**src/logic/pcr_pkg.sv**
```systemverilog
/*
  pcr_pkg: register indices, field positions, reset values and widths
  for the pwm counter and reload control block.
  assumes: a 32-bit axi4-lite slave, registers one aligned word each.
*/
package pcr_pkg;
  localparam int ADDR_W = 12;
  localparam int DATA_W = 32;
  localparam int CNT_W = 10;
  localparam int NUM_CH = 4;
  localparam int IDX_W = 8;
  // register indices; byte address is four times the index
  localparam logic [IDX_W-1:0] IDX_PERIOD_LOW = 8'hd9;
  localparam logic [IDX_W-1:0] IDX_CONTROL_ONE = 8'hdc;
  localparam logic [IDX_W-1:0] IDX_DUTY_HIGH = 8'he8;
  localparam logic [IDX_W-1:0] IDX_PERIOD_HIGH = 8'he9;
  // duty low bytes, channel 0 first
  localparam logic [IDX_W-1:0] IDX_DUTY_LOW [NUM_CH] = '{8'hda, 8'hdb, 8'hdd, 8'hde};
  // pwm_control_one field positions
  localparam int BIT_RUN = 7;
  localparam int BIT_LOAD = 6;
  localparam int BIT_FLAG = 5;
  localparam int BIT_CLEAR = 4;
  localparam int INV_LSB = 0;
  // period_high field positions
  localparam int BIT_IRQ_EN = 7;
  localparam int PHIGH_W = 2;
  // reset values
  localparam logic [7:0] BYTE_RESET = 8'h00;
  localparam logic [CNT_W-1:0] CNT_RESET = 10'h000;
  localparam logic [NUM_CH-1:0] INV_RESET = 4'h0;
  // axi response codes
  localparam logic [1:0] RESP_OKAY = 2'h0;
  localparam logic [1:0] RESP_SLVERR = 2'h2;
endpackage

```
**src/logic/pcr_chan_out.sv**
```systemverilog
/*
  pcr_chan_out: one pwm channel output stage, compare and inversion.
  assumes: counter and active duty come from the same clock domain.
*/
`timescale 1ns/10ps
`default_nettype none
module pcr_chan_out (
  input wire logic aclk,
  input wire logic aresetn,
  input wire logic run,
  input wire logic [pcr_pkg::CNT_W-1:0] cnt,
  input wire logic [pcr_pkg::CNT_W-1:0] duty,
  input wire logic invert,
  output logic pin
);
  logic raw;
  wire next_raw = run ? (cnt < duty) : raw; // halted generator holds its level

  // generator level and inverted pin
  always_ff @(posedge aclk) begin
    if (!aresetn) begin
      raw <= 1'b0;
      pin <= 1'b0;
    end else begin
      raw <= next_raw;
      pin <= next_raw ^ invert;
    end
  end
endmodule // pcr_chan_out
`default_nettype wire

```
**src/logic/pcr_top.sv**
```systemverilog
/*
  pcr_top: pwm counter, deferred reload, underflow flag and channel
  inversion, programmed over an axi4-lite slave.
  assumes: one clock, synchronous active-low reset, master per axi4-lite.
*/
// Local design decision: the AXI4-Lite register port.
// Function
// with the reload bit at 0 the period and duty registers never reach counter or comparators.
// with the reload bit at 1 period and duties are copied at the next counter underflow.
// hardware clears the reload bit on the clock after the reload was done.
// the underflow flag sets when the 10-bit down counter underflows and stays 0 otherwise.
// while the flag is set the interrupt is requested if the interrupt is enabled.
// hardware never clears the flag; software clears it by writing the control register.
// bits 3 to 0 invert the outputs of channels 3 to 0 when set.
// the run bit starts the counter and generator at 1 and halts them at 0.
// writing 1 to the clear bit zeroes the counter and the bit then clears itself.
`timescale 1ns/10ps
`default_nettype none
module pcr_top (
  input wire logic aclk,
  input wire logic aresetn,
  input wire logic [pcr_pkg::ADDR_W-1:0] s_axi_awaddr,
  input wire logic [2:0] s_axi_awprot,
  input wire logic s_axi_awvalid,
  output logic s_axi_awready,
  input wire logic [pcr_pkg::DATA_W-1:0] s_axi_wdata,
  input wire logic [3:0] s_axi_wstrb,
  input wire logic s_axi_wvalid,
  output logic s_axi_wready,
  output logic [1:0] s_axi_bresp,
  output logic s_axi_bvalid,
  input wire logic s_axi_bready,
  input wire logic [pcr_pkg::ADDR_W-1:0] s_axi_araddr,
  input wire logic [2:0] s_axi_arprot,
  input wire logic s_axi_arvalid,
  output logic s_axi_arready,
  output logic [pcr_pkg::DATA_W-1:0] s_axi_rdata,
  output logic [1:0] s_axi_rresp,
  output logic s_axi_rvalid,
  input wire logic s_axi_rready,
  output logic [pcr_pkg::NUM_CH-1:0] pwm_out,
  output logic pwm_irq
);
  localparam int N = pcr_pkg::NUM_CH;
  localparam int CW = pcr_pkg::CNT_W;

  // write channel state
  logic aw_have, w_have, aw_ok;
  logic [pcr_pkg::IDX_W-1:0] aw_idx;
  logic [7:0] wb;
  logic w_lane0;
  // control and data registers
  logic run, load, flag, clear_req, load_done, irq_en;
  logic [N-1:0] inv;
  logic [7:0] period_low, duty_high;
  logic [pcr_pkg::PHIGH_W-1:0] period_high;
  logic [7:0] duty_low [N];
  logic [CW-1:0] cnt, period_act;
  logic [CW-1:0] duty_act [N];

  // handshakes and decode
  wire aw_fire = s_axi_awvalid && s_axi_awready;
  wire w_fire = s_axi_wvalid && s_axi_wready;
  wire ar_fire = s_axi_arvalid && s_axi_arready;
  wire do_write = aw_have && w_have && !s_axi_bvalid;
  wire [pcr_pkg::IDX_W-1:0] awa_idx = s_axi_awaddr[9:2];
  logic [N-1:0] aw_duty_hit;
  // only mapped, aligned words are written; anything else answers slverr
  wire awa_map = (awa_idx == pcr_pkg::IDX_CONTROL_ONE) || (awa_idx == pcr_pkg::IDX_PERIOD_LOW) ||
    (awa_idx == pcr_pkg::IDX_PERIOD_HIGH) || (awa_idx == pcr_pkg::IDX_DUTY_HIGH) || (|aw_duty_hit);
  wire awa_ok = awa_map && (s_axi_awaddr[11:10] == 2'h0) && (s_axi_awaddr[1:0] == 2'h0);
  wire wr_en = do_write && aw_ok && w_lane0;
  wire wr_ctrl = wr_en && (aw_idx == pcr_pkg::IDX_CONTROL_ONE);
  wire wr_plow = wr_en && (aw_idx == pcr_pkg::IDX_PERIOD_LOW);
  wire wr_phigh = wr_en && (aw_idx == pcr_pkg::IDX_PERIOD_HIGH);
  wire wr_dhigh = wr_en && (aw_idx == pcr_pkg::IDX_DUTY_HIGH);
  wire [CW-1:0] period_reg = {period_high, period_low};
  // counter events; clear request outranks counting
  wire uf = run && !clear_req && (cnt == pcr_pkg::CNT_RESET);
  wire reload = uf && load;

  // read decode
  wire [pcr_pkg::IDX_W-1:0] ar_idx = s_axi_araddr[9:2];
  wire ar_ok = (s_axi_araddr[11:10] == 2'h0) && (s_axi_araddr[1:0] == 2'h0);
  wire [7:0] ctrl_rd = {run, load, flag, clear_req, inv};
  wire [7:0] phigh_rd = {irq_en, 5'h00, period_high};
  logic [N-1:0] duty_hit;
  logic [7:0] duty_rd [N];
  wire hit_ctrl = ar_idx == pcr_pkg::IDX_CONTROL_ONE;
  wire hit_plow = ar_idx == pcr_pkg::IDX_PERIOD_LOW;
  wire hit_phigh = ar_idx == pcr_pkg::IDX_PERIOD_HIGH;
  wire hit_dhigh = ar_idx == pcr_pkg::IDX_DUTY_HIGH;
  wire rd_hit = ar_ok && (hit_ctrl || hit_plow || hit_phigh || hit_dhigh || (|duty_hit));
  wire [7:0] rd_byte = hit_ctrl ? ctrl_rd :
                       hit_plow ? period_low :
                       hit_phigh ? phigh_rd :
                       hit_dhigh ? duty_high :
                       duty_rd[N-1];

  // per-channel duty storage, read chain and output stage
  for (genvar i = 0; i < N; i++) begin : g_ch
    wire wr_dlow = wr_en && (aw_idx == pcr_pkg::IDX_DUTY_LOW[i]);
    wire [CW-1:0] duty_full = {duty_high[2*i+1:2*i], duty_low[i]};
    assign duty_hit[i] = ar_idx == pcr_pkg::IDX_DUTY_LOW[i];
    assign aw_duty_hit[i] = awa_idx == pcr_pkg::IDX_DUTY_LOW[i];
    if (i == 0) begin : g_first
      assign duty_rd[i] = duty_hit[i] ? duty_low[i] : pcr_pkg::BYTE_RESET;
    end else begin : g_next
      assign duty_rd[i] = duty_hit[i] ? duty_low[i] : duty_rd[i-1];
    end
    always_ff @(posedge aclk) begin
      if (!aresetn) begin
        duty_low[i] <= pcr_pkg::BYTE_RESET;
        duty_act[i] <= pcr_pkg::CNT_RESET;
      end else begin
        if (wr_dlow) duty_low[i] <= wb;
        if (reload) duty_act[i] <= duty_full;
      end
    end
    pcr_chan_out u_chan (
      .aclk(aclk),
      .aresetn(aresetn),
      .run(run),
      .cnt(cnt),
      .duty(duty_act[i]),
      .invert(inv[i]),
      .pin(pwm_out[i])
    );
  end

  // write address and data capture, either order
  always_ff @(posedge aclk) begin
    if (!aresetn) begin
      s_axi_awready <= 1'b0;
      s_axi_wready <= 1'b0;
      aw_have <= 1'b0;
      w_have <= 1'b0;
      aw_ok <= 1'b0;
      aw_idx <= pcr_pkg::BYTE_RESET;
      wb <= pcr_pkg::BYTE_RESET;
      w_lane0 <= 1'b0;
    end else begin
      s_axi_awready <= !aw_have && !aw_fire && !do_write;
      s_axi_wready <= !w_have && !w_fire && !do_write;
      if (aw_fire) begin
        aw_have <= 1'b1;
        aw_idx <= awa_idx;
        aw_ok <= awa_ok;
      end else if (do_write) begin
        aw_have <= 1'b0;
      end
      if (w_fire) begin
        w_have <= 1'b1;
        wb <= s_axi_wdata[7:0]; // only the low byte is stored anywhere
        w_lane0 <= s_axi_wstrb[0];
      end else if (do_write) begin
        w_have <= 1'b0;
      end
    end
  end

  // write response; unmapped or misaligned answers slverr
  always_ff @(posedge aclk) begin
    if (!aresetn) begin
      s_axi_bvalid <= 1'b0;
      s_axi_bresp <= pcr_pkg::RESP_OKAY;
    end else if (do_write) begin
      s_axi_bvalid <= 1'b1;
      s_axi_bresp <= aw_ok ? pcr_pkg::RESP_OKAY : pcr_pkg::RESP_SLVERR;
    end else if (s_axi_bready) begin
      s_axi_bvalid <= 1'b0;
    end
  end

  // read channel, one read in flight
  always_ff @(posedge aclk) begin
    if (!aresetn) begin
      s_axi_arready <= 1'b0;
      s_axi_rvalid <= 1'b0;
      s_axi_rdata <= '0;
      s_axi_rresp <= pcr_pkg::RESP_OKAY;
    end else if (ar_fire) begin
      s_axi_arready <= 1'b0;
      s_axi_rvalid <= 1'b1;
      s_axi_rdata <= {24'h000000, rd_hit ? rd_byte : pcr_pkg::BYTE_RESET};
      s_axi_rresp <= rd_hit ? pcr_pkg::RESP_OKAY : pcr_pkg::RESP_SLVERR;
    end else if (s_axi_rvalid && s_axi_rready) begin
      s_axi_rvalid <= 1'b0;
      s_axi_arready <= 1'b1;
    end else if (!s_axi_rvalid) begin
      s_axi_arready <= 1'b1;
    end
  end

  // plain software registers
  always_ff @(posedge aclk) begin
    if (!aresetn) begin
      period_low <= pcr_pkg::BYTE_RESET;
      period_high <= '0;
      irq_en <= 1'b0;
      duty_high <= pcr_pkg::BYTE_RESET;
      run <= 1'b0;
      inv <= pcr_pkg::INV_RESET;
    end else begin
      if (wr_plow) period_low <= wb;
      if (wr_phigh) period_high <= wb[pcr_pkg::PHIGH_W-1:0];
      if (wr_phigh) irq_en <= wb[pcr_pkg::BIT_IRQ_EN];
      if (wr_dhigh) duty_high <= wb;
      if (wr_ctrl) run <= wb[pcr_pkg::BIT_RUN];
      if (wr_ctrl) inv <= wb[pcr_pkg::INV_LSB +: N];
    end
  end

  // control bits that hardware also changes; a set wins, whether from software or from an underflow
  always_ff @(posedge aclk) begin
    if (!aresetn) begin
      load <= 1'b0;
      load_done <= 1'b0;
      flag <= 1'b0;
      clear_req <= 1'b0;
      pwm_irq <= 1'b0;
    end else begin
      load_done <= reload;
      if (wr_ctrl) load <= wb[pcr_pkg::BIT_LOAD];
      else if (load_done) load <= 1'b0;
      if (uf) flag <= 1'b1;
      else if (wr_ctrl && !wb[pcr_pkg::BIT_FLAG]) flag <= 1'b0;
      clear_req <= wr_ctrl && wb[pcr_pkg::BIT_CLEAR];
      pwm_irq <= flag && irq_en;
    end
  end

  // down counter; a halted counter keeps its value except on a clear request, which zeroes it
  always_ff @(posedge aclk) begin
    if (!aresetn) begin
      cnt <= pcr_pkg::CNT_RESET;
      period_act <= pcr_pkg::CNT_RESET;
    end else begin
      if (clear_req) cnt <= pcr_pkg::CNT_RESET;
      else if (reload) cnt <= period_reg;
      else if (uf) cnt <= period_act;
      else if (run) cnt <= cnt - 10'h001;
      if (reload) period_act <= period_reg;
    end
  end
endmodule // pcr_top
`default_nettype wire

```
**config.mk**
```make
export PLATFORM = sky130hd
export DESIGN_NAME = pcr_top
export DESIGN_NICKNAME = d
export VERILOG_FILES = /design/src/logic/pcr_pkg.sv /design/src/logic/pcr_chan_out.sv /design/src/logic/pcr_top.sv
export SDC_FILE = /design/constraint.sdc
export NUM_CORES = 1
export LEC_CHECK = 0
export ABC_CLOCK_PERIOD_IN_PS = 4000
export BUFFER_PORTS_ARGS = -buffer_cell sky130_fd_sc_hd__buf_2
export CAP_MARGIN = 10
export CORE_MARGIN = 2
export CORE_UTILIZATION = 58
export DETAILED_ROUTE_END_ITERATION = 8
export PLACE_DENSITY = 0.81
export REMOVE_ABC_BUFFERS = 1
export SYNTH_ARGS = -nofsm -noshare
export SYNTH_HDL_FRONTEND = slang
export SYNTH_SLANG_ARGS = --single-unit
```
**constraint.sdc**
```tcl
create_clock -name aclk -period 4 [get_ports aclk]
set_input_delay 0.4 -clock aclk [delete_from_list [all_inputs] [get_ports aclk]]
set_output_delay 0.4 -clock aclk [all_outputs]
set_load 0.02 [all_outputs]
```
==> results_dict.tcl, run 1 <==
set metrics [dict create \
    status "finished clean" \
    crit_arrival_ns 2.73 \
    fillCellCount 1117 \
    clock_latency_ns 0.43 \
    rows 43 \
    timing.fmax_ghz 0.378 \
    drive_above_1_share_pct 12.2 \
    synth_top_area_cell "edfxtp_1" \
    grt_max_degree 55 \
    min_path_cells 3 \
    path_clk_slew_ns 0.06 \
    grt_setup_unrepaired "no" \
    yosysUniqueCellTypes 61 \
    r2r-start "cnt[0]$_SDFFE_PP0P_" \
    core-area_sq_mm 0.0139 \
    post_cts_resized 0 \
    crit_chain "inv_1 -> ha_1 -> nor3b_2 -> and4b_1 -> nand2_1 -> nand2_1 -> buf_4" \
    synth_most_common_cell "nand2_1" \
    hp-class "in2reg" \
    worst_r2r_endpoint "duty_act[0][7]$_SDFFCE_PN0P_" \
    cts_root_buf "clkbuf_16" \
    setup_tns_ns 0 \
    ys.flop_type "dfxtp_1" \
    cts_setup_buffers 0 \
    r2r_slack_ns 1.35 \
    cp_top_family "simple AND/OR/NAND/NOR gates" \
    grt-ovfl-total 0 \
    grt_pass1_vias 5936 \
    worst_pin_slew_ns 0.927 \
    final.period_utilization_pct 66.2 \
    firstDrtPassIters 6 \
    grt.total_usage_pct 26.9 \
    die_h_um 123 \
    yosys_register_bits 164 \
    drt_iter0_drc 800 \
    finalSetupViolCount 0 \
    irDropWorstVdd_mv 0.292 \
    synth_top_cells_by_area "edfxtp_1 26%, dfxtp_1 22%, ha_1 5.6%" \
    endpoint_kind "register" \
    netlist_area_sq_mm 0.00824 \
    slowest_delay_ns 0.57 \
    place_hpwl_mm 13.7 \
    via_count 6558 \
    synth_common_cells "105 x nand2_1, 92 x dfxtp_1, 72 x edfxtp_1" \
    initial_core_util_pct 59.3 \
    io-pin-count 119 \
    worstHoldStart "s_axi_wdata[1]" \
    ys_seq_area_share_pct 48.6 \
    cts.path.max_buffers 2 \
    io_buffers 59 \
    cp-startpoint "cnt[0]$_SDFFE_PP0P_" \
    required_ns 4.09 \
    cp_max_fo 29 \
    period_needed_ns 2.65 \
    slew_violations 0 \
    cts_sinks 164 \
    antenna_cells 0 \
    grt_antenna_before_repair 0 \
    multi_input_area_sq_mm 0.00371 \
    synth_edf_count 72 \
    cts.htree.levels 4 \
    hold_buffers 0 \
    whs_endpoint "wb[1]$_SDFFE_PN0P_" \
    power_density_mw_per_mm2 392 \
    hold_viol_final 0 \
    die_x_um 123 \
    synth.top_cell.area_share_pct 26.3 \
    skew_ns 0.00950 \
    path_class "reg2reg" \
    max-cap-violations 0 \
    die-area_sq_mm 0.0152 \
    routedWlPerCell_um 17.7 \
    cts_tree "done" \
    nNetsFinal 1023 \
    cts-buffers-inserted 17 \
    register_area_sq_mm 0.00400 \
    grt_pass1_wl_mm 30.6 \
    synth_warnings 0 \
    reg2regPathDepth 7 \
    async_flop_share_pct 0 \
    syn-instance-count 872 \
    critPathLaunchType "register" \
    syn2layout_area_growth_pct 10.2 \
    drt_wl_total_mm 19.5 \
    hold_ws_ns 0.208 \
    fin_util_pct 65.4 \
    routabilityCongestion 0.980 \
    syn_area_per_cell_sq_um 9.44 \
    slew_headroom_pct 38.2 \
    route.detailed.drc 0 \
    p_leak_nw 3.94 \
    path_buf_inv 2 \
    cp_common_cell "nand2_1" \
    ant_nets 0 \
    vias_per_cell 5.93 \
    crit_slowest_cell "and4b_1" \
]
## worst max path at each step
stage,endpoint,depth (start not counted),slack [ns]
5_1_grt,duty_act[1][3]$_SDFFCE_PN0P_,7,1.13
3_5_place_dp,duty_act[0][3]$_SDFFCE_PN0P_,7,1.43
6_report,duty_act[0][7]$_SDFFCE_PN0P_,7,1.35
2_1_floorplan,duty_act[0][0]$_SDFFCE_PN0P_,4,0.91
3_3_place_gp,duty_act[0][3]$_SDFFCE_PN0P_,7,1.44
4_1_cts,duty_act[3][0]$_SDFFCE_PN0P_,7,1.37
## layer usage
layer,track usage [%],share of wire [%]
met1,35.5,41
met4,11.9,3.1
met3,7.15,8.6
met5,0,0
met2,41.8,47
## cell families (layout without fill, tap and decap cells)
logic type | Yosys count | after routing | share of synthesized area (%)
adder cells (fa/ha/maj) | 37 | 37 | 5.62
XOR/XNOR | 4 | 4 | 0.425
flip-flops | 164 | 164 | 48.6
AO/OA/AOI/OAI | 173 | 173 | 12.9
AND/OR/NAND/NOR | 322 | 322 | 19.4
multiplexers | 44 | 44 | 5.48
buffers and inverters | 127 | 155 | 7.41
other | 1 | 26 | 0.0455
## sequential cells by signal, summed over array words and instances, names as in the netlist, 10 cells and up
register and cells:
cnt 10, duty_act 40, duty_low 32, period_act 10
## power breakdown
part           internal, mW  switching [mW]  leakage, nW
combinational        0.0634           0.141         2.17
sequential             1.78          0.0307         1.49
clock                 0.907           0.630        0.280
total                  2.75           0.802         3.94
## per-stage QoR
stage / area (sq um) / power [mW] / setup WS, ns / std cells
after detailed placement: 8520 / 2.05 / 1.43 / 1074
after global routing: 9080 / 3.67 / 1.13 / 1105
after global placement: 8520 / 2.04 / 1.44 / 1074
after floorplan: 7930 / 1.96 / 0.913 / 825
after CTS: 9080 / 3.57 / 1.37 / 1105
final: 9080 / 3.56 / 1.35 / 1105
## layout by cell type (no fill, tap or decap), drive strengths merged, types with 5 or more instances in the layout
cell type,instances
a211oi,9
nand4,8
and2,32
nand2,105
inv,57
ha,37
nor4,6
mux2,9
buf,69
a221oi,5
o21ai,43
a21oi,67
nor3,20
dfxtp,92
nand2b,8
nand3,14
nor2b,7
a31oi,7
conb,26
mux2i,35
edfxtp,72
and3,41
o31ai,6
clkbuf,23
nor2,62
clkinv,5
## cell type report
class                           count  area share [%]
Tap cell                          180            2.48
Clock inverter                      8           0.827
Clock buffer                       23            5.29
Sequential cell                   164            44.1
Timing Repair Buffer               69            4.08
Inverter                           55            2.27
Multi-Input combinational cell    606            40.9
## worst min-delay path, cell delays in order
cell and delay, ns:
buf_2 0.09, nand2_1 0.05, a21oi_1 0.05
Power figures use the tool's default switching activity.
==> run 2: changes to the inputs <==
- ABC_CLOCK_PERIOD_IN_PS: 4000 -> 2200
- CORE_UTILIZATION: 58 -> 52
- PLACE_DENSITY: 0.81 -> 0.76
- clock period: 4 -> 2.2 ns (I/O delays scaled with it)
==> results_dict.tcl, run 2 (same netlist as run 1, synthesis figures left out) <==
set metrics [dict create \
    via_count 6543 \
    nNetsFinal 1040 \
    p_int_mw 5.05 \
    fin_area_sq_mm 0.00931 \
    cts_sinks 164 \
    core-area_sq_mm 0.0157 \
    irDropWorstVdd_mv 0.586 \
    pwr-share-comb_pct 5.8 \
    route.detailed.drc 0 \
    ant_nets 0 \
    period_needed_ns 1.97 \
    die_x_um 130 \
    die_h_um 130 \
    routedWlPerCell_um 17.4 \
    cts_tree "done" \
    firstDrtPassIters 8 \
    cp_max_fo 6 \
    drive_above_1_share_pct 14.0 \
    cts_setup_buffers 0 \
    io-pin-count 119 \
    seqPwrFrac_pct 50.4 \
    critPathLaunchType "register" \
    drt_iter0_drc 817 \
    skew_ns 0.0106 \
    hp-class "in2reg" \
    max-cap-violations 0 \
    place_area_sq_mm 0.00873 \
    grt_antenna_before_repair 0 \
    grt_setup_unrepaired "no" \
    p_switching_mw 1.50 \
    path_class "reg2reg" \
    switching_share_pct 22.9 \
    cts-buffers-inserted 17 \
    vias_per_cell 5.65 \
    hold_buffers 0 \
    hold_viol_final 0 \
    pwr-share-clk_pct 43.8 \
    path_clk_slew_ns 0.06 \
    antenna_cells 0 \
    slew_headroom_pct 49.1 \
    clock_latency_ns 0.43 \
    layout_commonest_cell "nand2_1" \
    final.period_utilization_pct 89.6 \
    cts.htree.levels 4 \
    grt_pass1_wl_mm 31.6 \
    grt_pass1_vias 6178 \
    syn2layout_area_growth_pct 13.1 \
    grt_max_degree 48 \
    status "finished clean" \
    grt.total_usage_pct 24.7 \
    post_cts_resized 0 \
    largest_reg_flops 40 \
    finalSetupViolCount 0 \
    drt_wl_total_mm 20.1 \
    cts.path.max_buffers 2 \
    cts_root_buf "clkbuf_16" \
    endpoint_kind "register" \
    slew_violations 0 \
    regMostFlops "duty_act" \
    power_density_mw_per_mm2 703 \
    place_hpwl_mm 14.8 \
    routabilityCongestion 0.972 \
    top_regs "duty_act: 40 flops, duty_low: 32 flops" \
    fin_util_pct 59.5 \
    die-area_sq_mm 0.0169 \
    initial_core_util_pct 52.6 \
    p_leak_nw 4.05 \
    io_buffers 59 \
    worst_pin_slew_ns 0.764 \
    timing.fmax_ghz 0.507 \
    mostFrequentLayoutCells "105 x nand2_1, 92 x dfxtp_1, 72 x edfxtp_1" \
    required_ns 2.56 \
    grt-ovfl-total 0 \
    rows 46 \
    crit_arrival_ns 2.33 \
]
[run 2: area by class of cell]
cell class	count	area [sq um]
Fill cell	1351	6340
Sequential cell	164	4000
Multi-Input combinational cell	606	3710
Timing Repair Buffer	86	536
Clock buffer	23	522
Tap cell	216	270
Inverter	55	206
Clock inverter	9	61.3
[run 2: power groups by stage]
| stage | registers [mW] | clock network [mW] | logic [mW] |
|---|---|---|---|
| floorplan | 3.35 | 0 | 0.216 |
| global placement | 3.36 | 0 | 0.368 |
| detailed placement | 3.37 | 0 | 0.373 |
| CTS | 3.30 | 2.89 | 0.375 |
| global route | 3.31 | 3.01 | 0.419 |
| finish | 3.30 | 2.87 | 0.377 |
[run 2: metal layers]
metal	wire, um	vias to the layer above	GRT usage, %	part of all wire [%]
li1	-	3154	-	-
met1	8610	3056	32.6	43
met2	9310	267	38.9	46
met3	1410	66	5.33	7.0
met4	804	0	12.1	4.0
met5	0	-	0	0
[run 2: final timing paths]
kind | startpoint | slack [ns] | depth (start not counted) | end
min reg2reg | period_act[6]$_SDFFE_PN0P_ | 0.45 | 2 | period_act[6]$_SDFFE_PN0P_
max | cnt[5]$_SDFFE_PP0P_ | 0.23 | 8 | g_ch[2].u_chan.pin$_SDFF_PN0_
min | s_axi_wdata[5] | 0.04 | 3 | wb[5]$_SDFFE_PN0P_
max reg2reg | cnt[5]$_SDFFE_PP0P_ | 0.23 | 8 | g_ch[2].u_chan.pin$_SDFF_PN0_
[run 2: worst max-delay path, cell delays in order (launching register included)]
cell and delay, ns:
dfxtp_1 0.42, buf_4 0.21, ha_1 0.29, nand4_1 0.11, nor2_1 0.12, o31ai_1 0.08, a222oi_1 0.32, buf_4 0.19
mux2i_1 0.15
[run 2: per-stage QoR]
stage | power [mW] | hold WS, ns | setup TNS [ns] | setup WS [ns] | instances
after global routing | 6.74 | 0.0289 | 0 | 0.0279 | 1159
after detailed placement | 3.74 | 0.441 | 0 | 0.234 | 1127
after floorplan | 3.57 | 0.356 | -46.91 | -0.887 | 825
after global placement | 3.73 | 0.437 | 0 | 0.252 | 1127
final | 6.55 | 0.0366 | 0 | 0.229 | 1159
after CTS | 6.57 | 0.0248 | 0 | 0.208 | 1159
==> run 3: changes to the inputs <==
- RECOVER_POWER: default -> 25
==> results_dict.tcl, run 3 (same netlist as run 1, synthesis figures left out) <==
set metrics [dict create \
    die-area_sq_mm 0.0169 \
    cts_sinks 164 \
    io_buffers 59 \
    grt_antenna_before_repair 0 \
    routabilityCongestion 0.972 \
    largest_reg_flops 40 \
    cts_root_buf "clkbuf_16" \
    drt_wl_total_mm 20.2 \
    p_leak_nw 3.95 \
    p_int_mw 5.04 \
    io-pin-count 119 \
    layout_commonest_cell "nand2_1" \
    grt_max_degree 48 \
    slew_headroom_pct 44.5 \
    via_count 6574 \
    cp_max_fo 21 \
    die_x_um 130 \
    drive_above_1_share_pct 11.5 \
    ant_nets 0 \
    firstDrtPassIters 8 \
    clock_latency_ns 0.43 \
    reg2regPathDepth 7 \
    grt_setup_unrepaired "no" \
    hp-class "in2reg" \
    cts_setup_buffers 0 \
    p_total_mw 6.55 \
    regMostFlops "duty_act" \
    die_h_um 130 \
    timing.fmax_ghz 0.487 \
    cp-startpoint "s_axi_araddr[2]" \
    endpoint_kind "register" \
    switching_share_pct 23.0 \
    max-cap-violations 0 \
    crit_arrival_ns 2.39 \
    cts_tree "done" \
    r2r_slack_ns 0.21 \
    top_layer_used "met4" \
    grt-ovfl-total 0 \
    final.period_utilization_pct 93.3 \
    antenna_cells 0 \
    drt_iter0_drc 861 \
    vias_per_cell 5.67 \
    post_cts_resized 0 \
    initial_core_util_pct 52.6 \
    irDropWorstVdd_mv 0.589 \
    finalSetupViolCount 0 \
    grt.total_usage_pct 24.7 \
    syn2layout_area_growth_pct 12.6 \
    nNetsFinal 1040 \
    path_clk_slew_ns 0.06 \
    place_hpwl_mm 14.8 \
    pwr-share-comb_pct 5.7 \
    r2r-start "cnt[0]$_SDFFE_PP0P_" \
    worst_r2r_endpoint "duty_act[0][1]$_SDFFCE_PN0P_" \
    hold_buffers 0 \
    period_needed_ns 2.05 \
    power_density_mw_per_mm2 706 \
    wl_met3_mm 1.26 \
    cts.path.max_buffers 2 \
    path_class "in2reg" \
    rows 46 \
    core-area_sq_mm 0.0157 \
    mostFrequentLayoutCells "105 x nand2_1, 92 x dfxtp_1, 72 x edfxtp_1" \
    p_switching_mw 1.50 \
    routedWlPerCell_um 17.4 \
    crit_end "s_axi_rdata[1]$_SDFFE_PN0P_" \
    fillCellCount 1371 \
    skew_ns 0.00940 \
    setup_tns_ns 0 \
    pwr-share-clk_pct 43.9 \
    grt_pass1_vias 6178 \
    seqPwrFrac_pct 50.4 \
    required_ns 2.54 \
    met2WireLength_mm 9.30 \
    grt_pass1_wl_mm 31.6 \
    critPathLaunchType "input port" \
    wl_met1_mm 8.79 \
    cts-buffers-inserted 17 \
    hold_viol_final 0 \
    slew_violations 0 \
    status "finished clean" \
    cts.htree.levels 4 \
    route.detailed.drc 0 \
    top_regs "duty_act: 40 flops, duty_low: 32 flops" \
    worst_pin_slew_ns 0.833 \
]
-- run 3: cell count changes in the layout (fill, tap and decap cells not counted), sizes merged --
cell / previous run / this run
clkbuf: 23 / 47
buf: 86 / 62
-- run 3: routing by layer --
metal	vias up	global-route usage, %
li1	3155	-
met1	3109	32.6
met2	243	38.9
met3	67	5.33
met4	0	12.1
met5	-	0
-- run 3: final cells by class --
| class | instances | area, sq um | share of cell area, % |
|---|---|---|---|
| clock buffer | 23 | 522 | 5.63 |
| clock inverter | 9 | 61.3 | 0.661 |
| inverter | 55 | 206 | 2.23 |
| multi-input combinational | 606 | 3710 | 40.0 |
| sequential | 164 | 4000 | 43.2 |
| tap | 216 | 270 | 2.91 |
| timing repair buffer | 86 | 499 | 5.38 |
-- run 3: how the worst min path moves through the flow --
stage                                           from                         end  slack, ns  cells past startpoint
after global placement    period_act[6]$_SDFFE_PN0P_  period_act[6]$_SDFFE_PN0P_       0.44                      2
after floorplan                      s_axi_awaddr[5]      aw_idx[3]$_SDFFE_PN0P_       0.36                      2
after detailed placement  period_act[6]$_SDFFE_PN0P_  period_act[6]$_SDFFE_PN0P_       0.44                      2
after global routing                  s_axi_wdata[3]          wb[3]$_SDFFE_PN0P_       0.03                      3
final                                 s_axi_wdata[5]          wb[5]$_SDFFE_PN0P_       0.03                      3
after CTS                             s_axi_wdata[5]          wb[5]$_SDFFE_PN0P_       0.02                      3
-- run 3: critical path, stage by stage --
cell	delay, ns
clkbuf_1	0.40
clkbuf_1	0.69
or3_1	0.21
a32oi_1	0.12
nor3_1	0.38
nand2_1	0.13
o31ai_1	0.24
-- run 3: through the flow --
step           hold WS, ns  util, %  cell area (sq um)  std cells  setup WS (ns)
3_5_place_dp         0.441     55.8               8730       1127          0.234
2_1_floorplan        0.356        -               7930        825         -0.887
4_1_cts             0.0248     59.5               9310       1159          0.208
6_report            0.0335     59.2               9270       1159          0.148
5_1_grt             0.0289     59.2               9270       1159         0.0279
3_3_place_gp         0.437     55.8               8730       1127          0.252
-- run 3: power by group through the flow --
stage | sequential [mW] | combinational, mW | clock (mW)
after global placement | 3.36 | 0.368 | 0
after detailed placement | 3.37 | 0.373 | 0
after floorplan | 3.35 | 0.216 | 0
final | 3.30 | 0.375 | 2.87
after global routing | 3.31 | 0.416 | 3.01
after CTS | 3.30 | 0.375 | 2.89
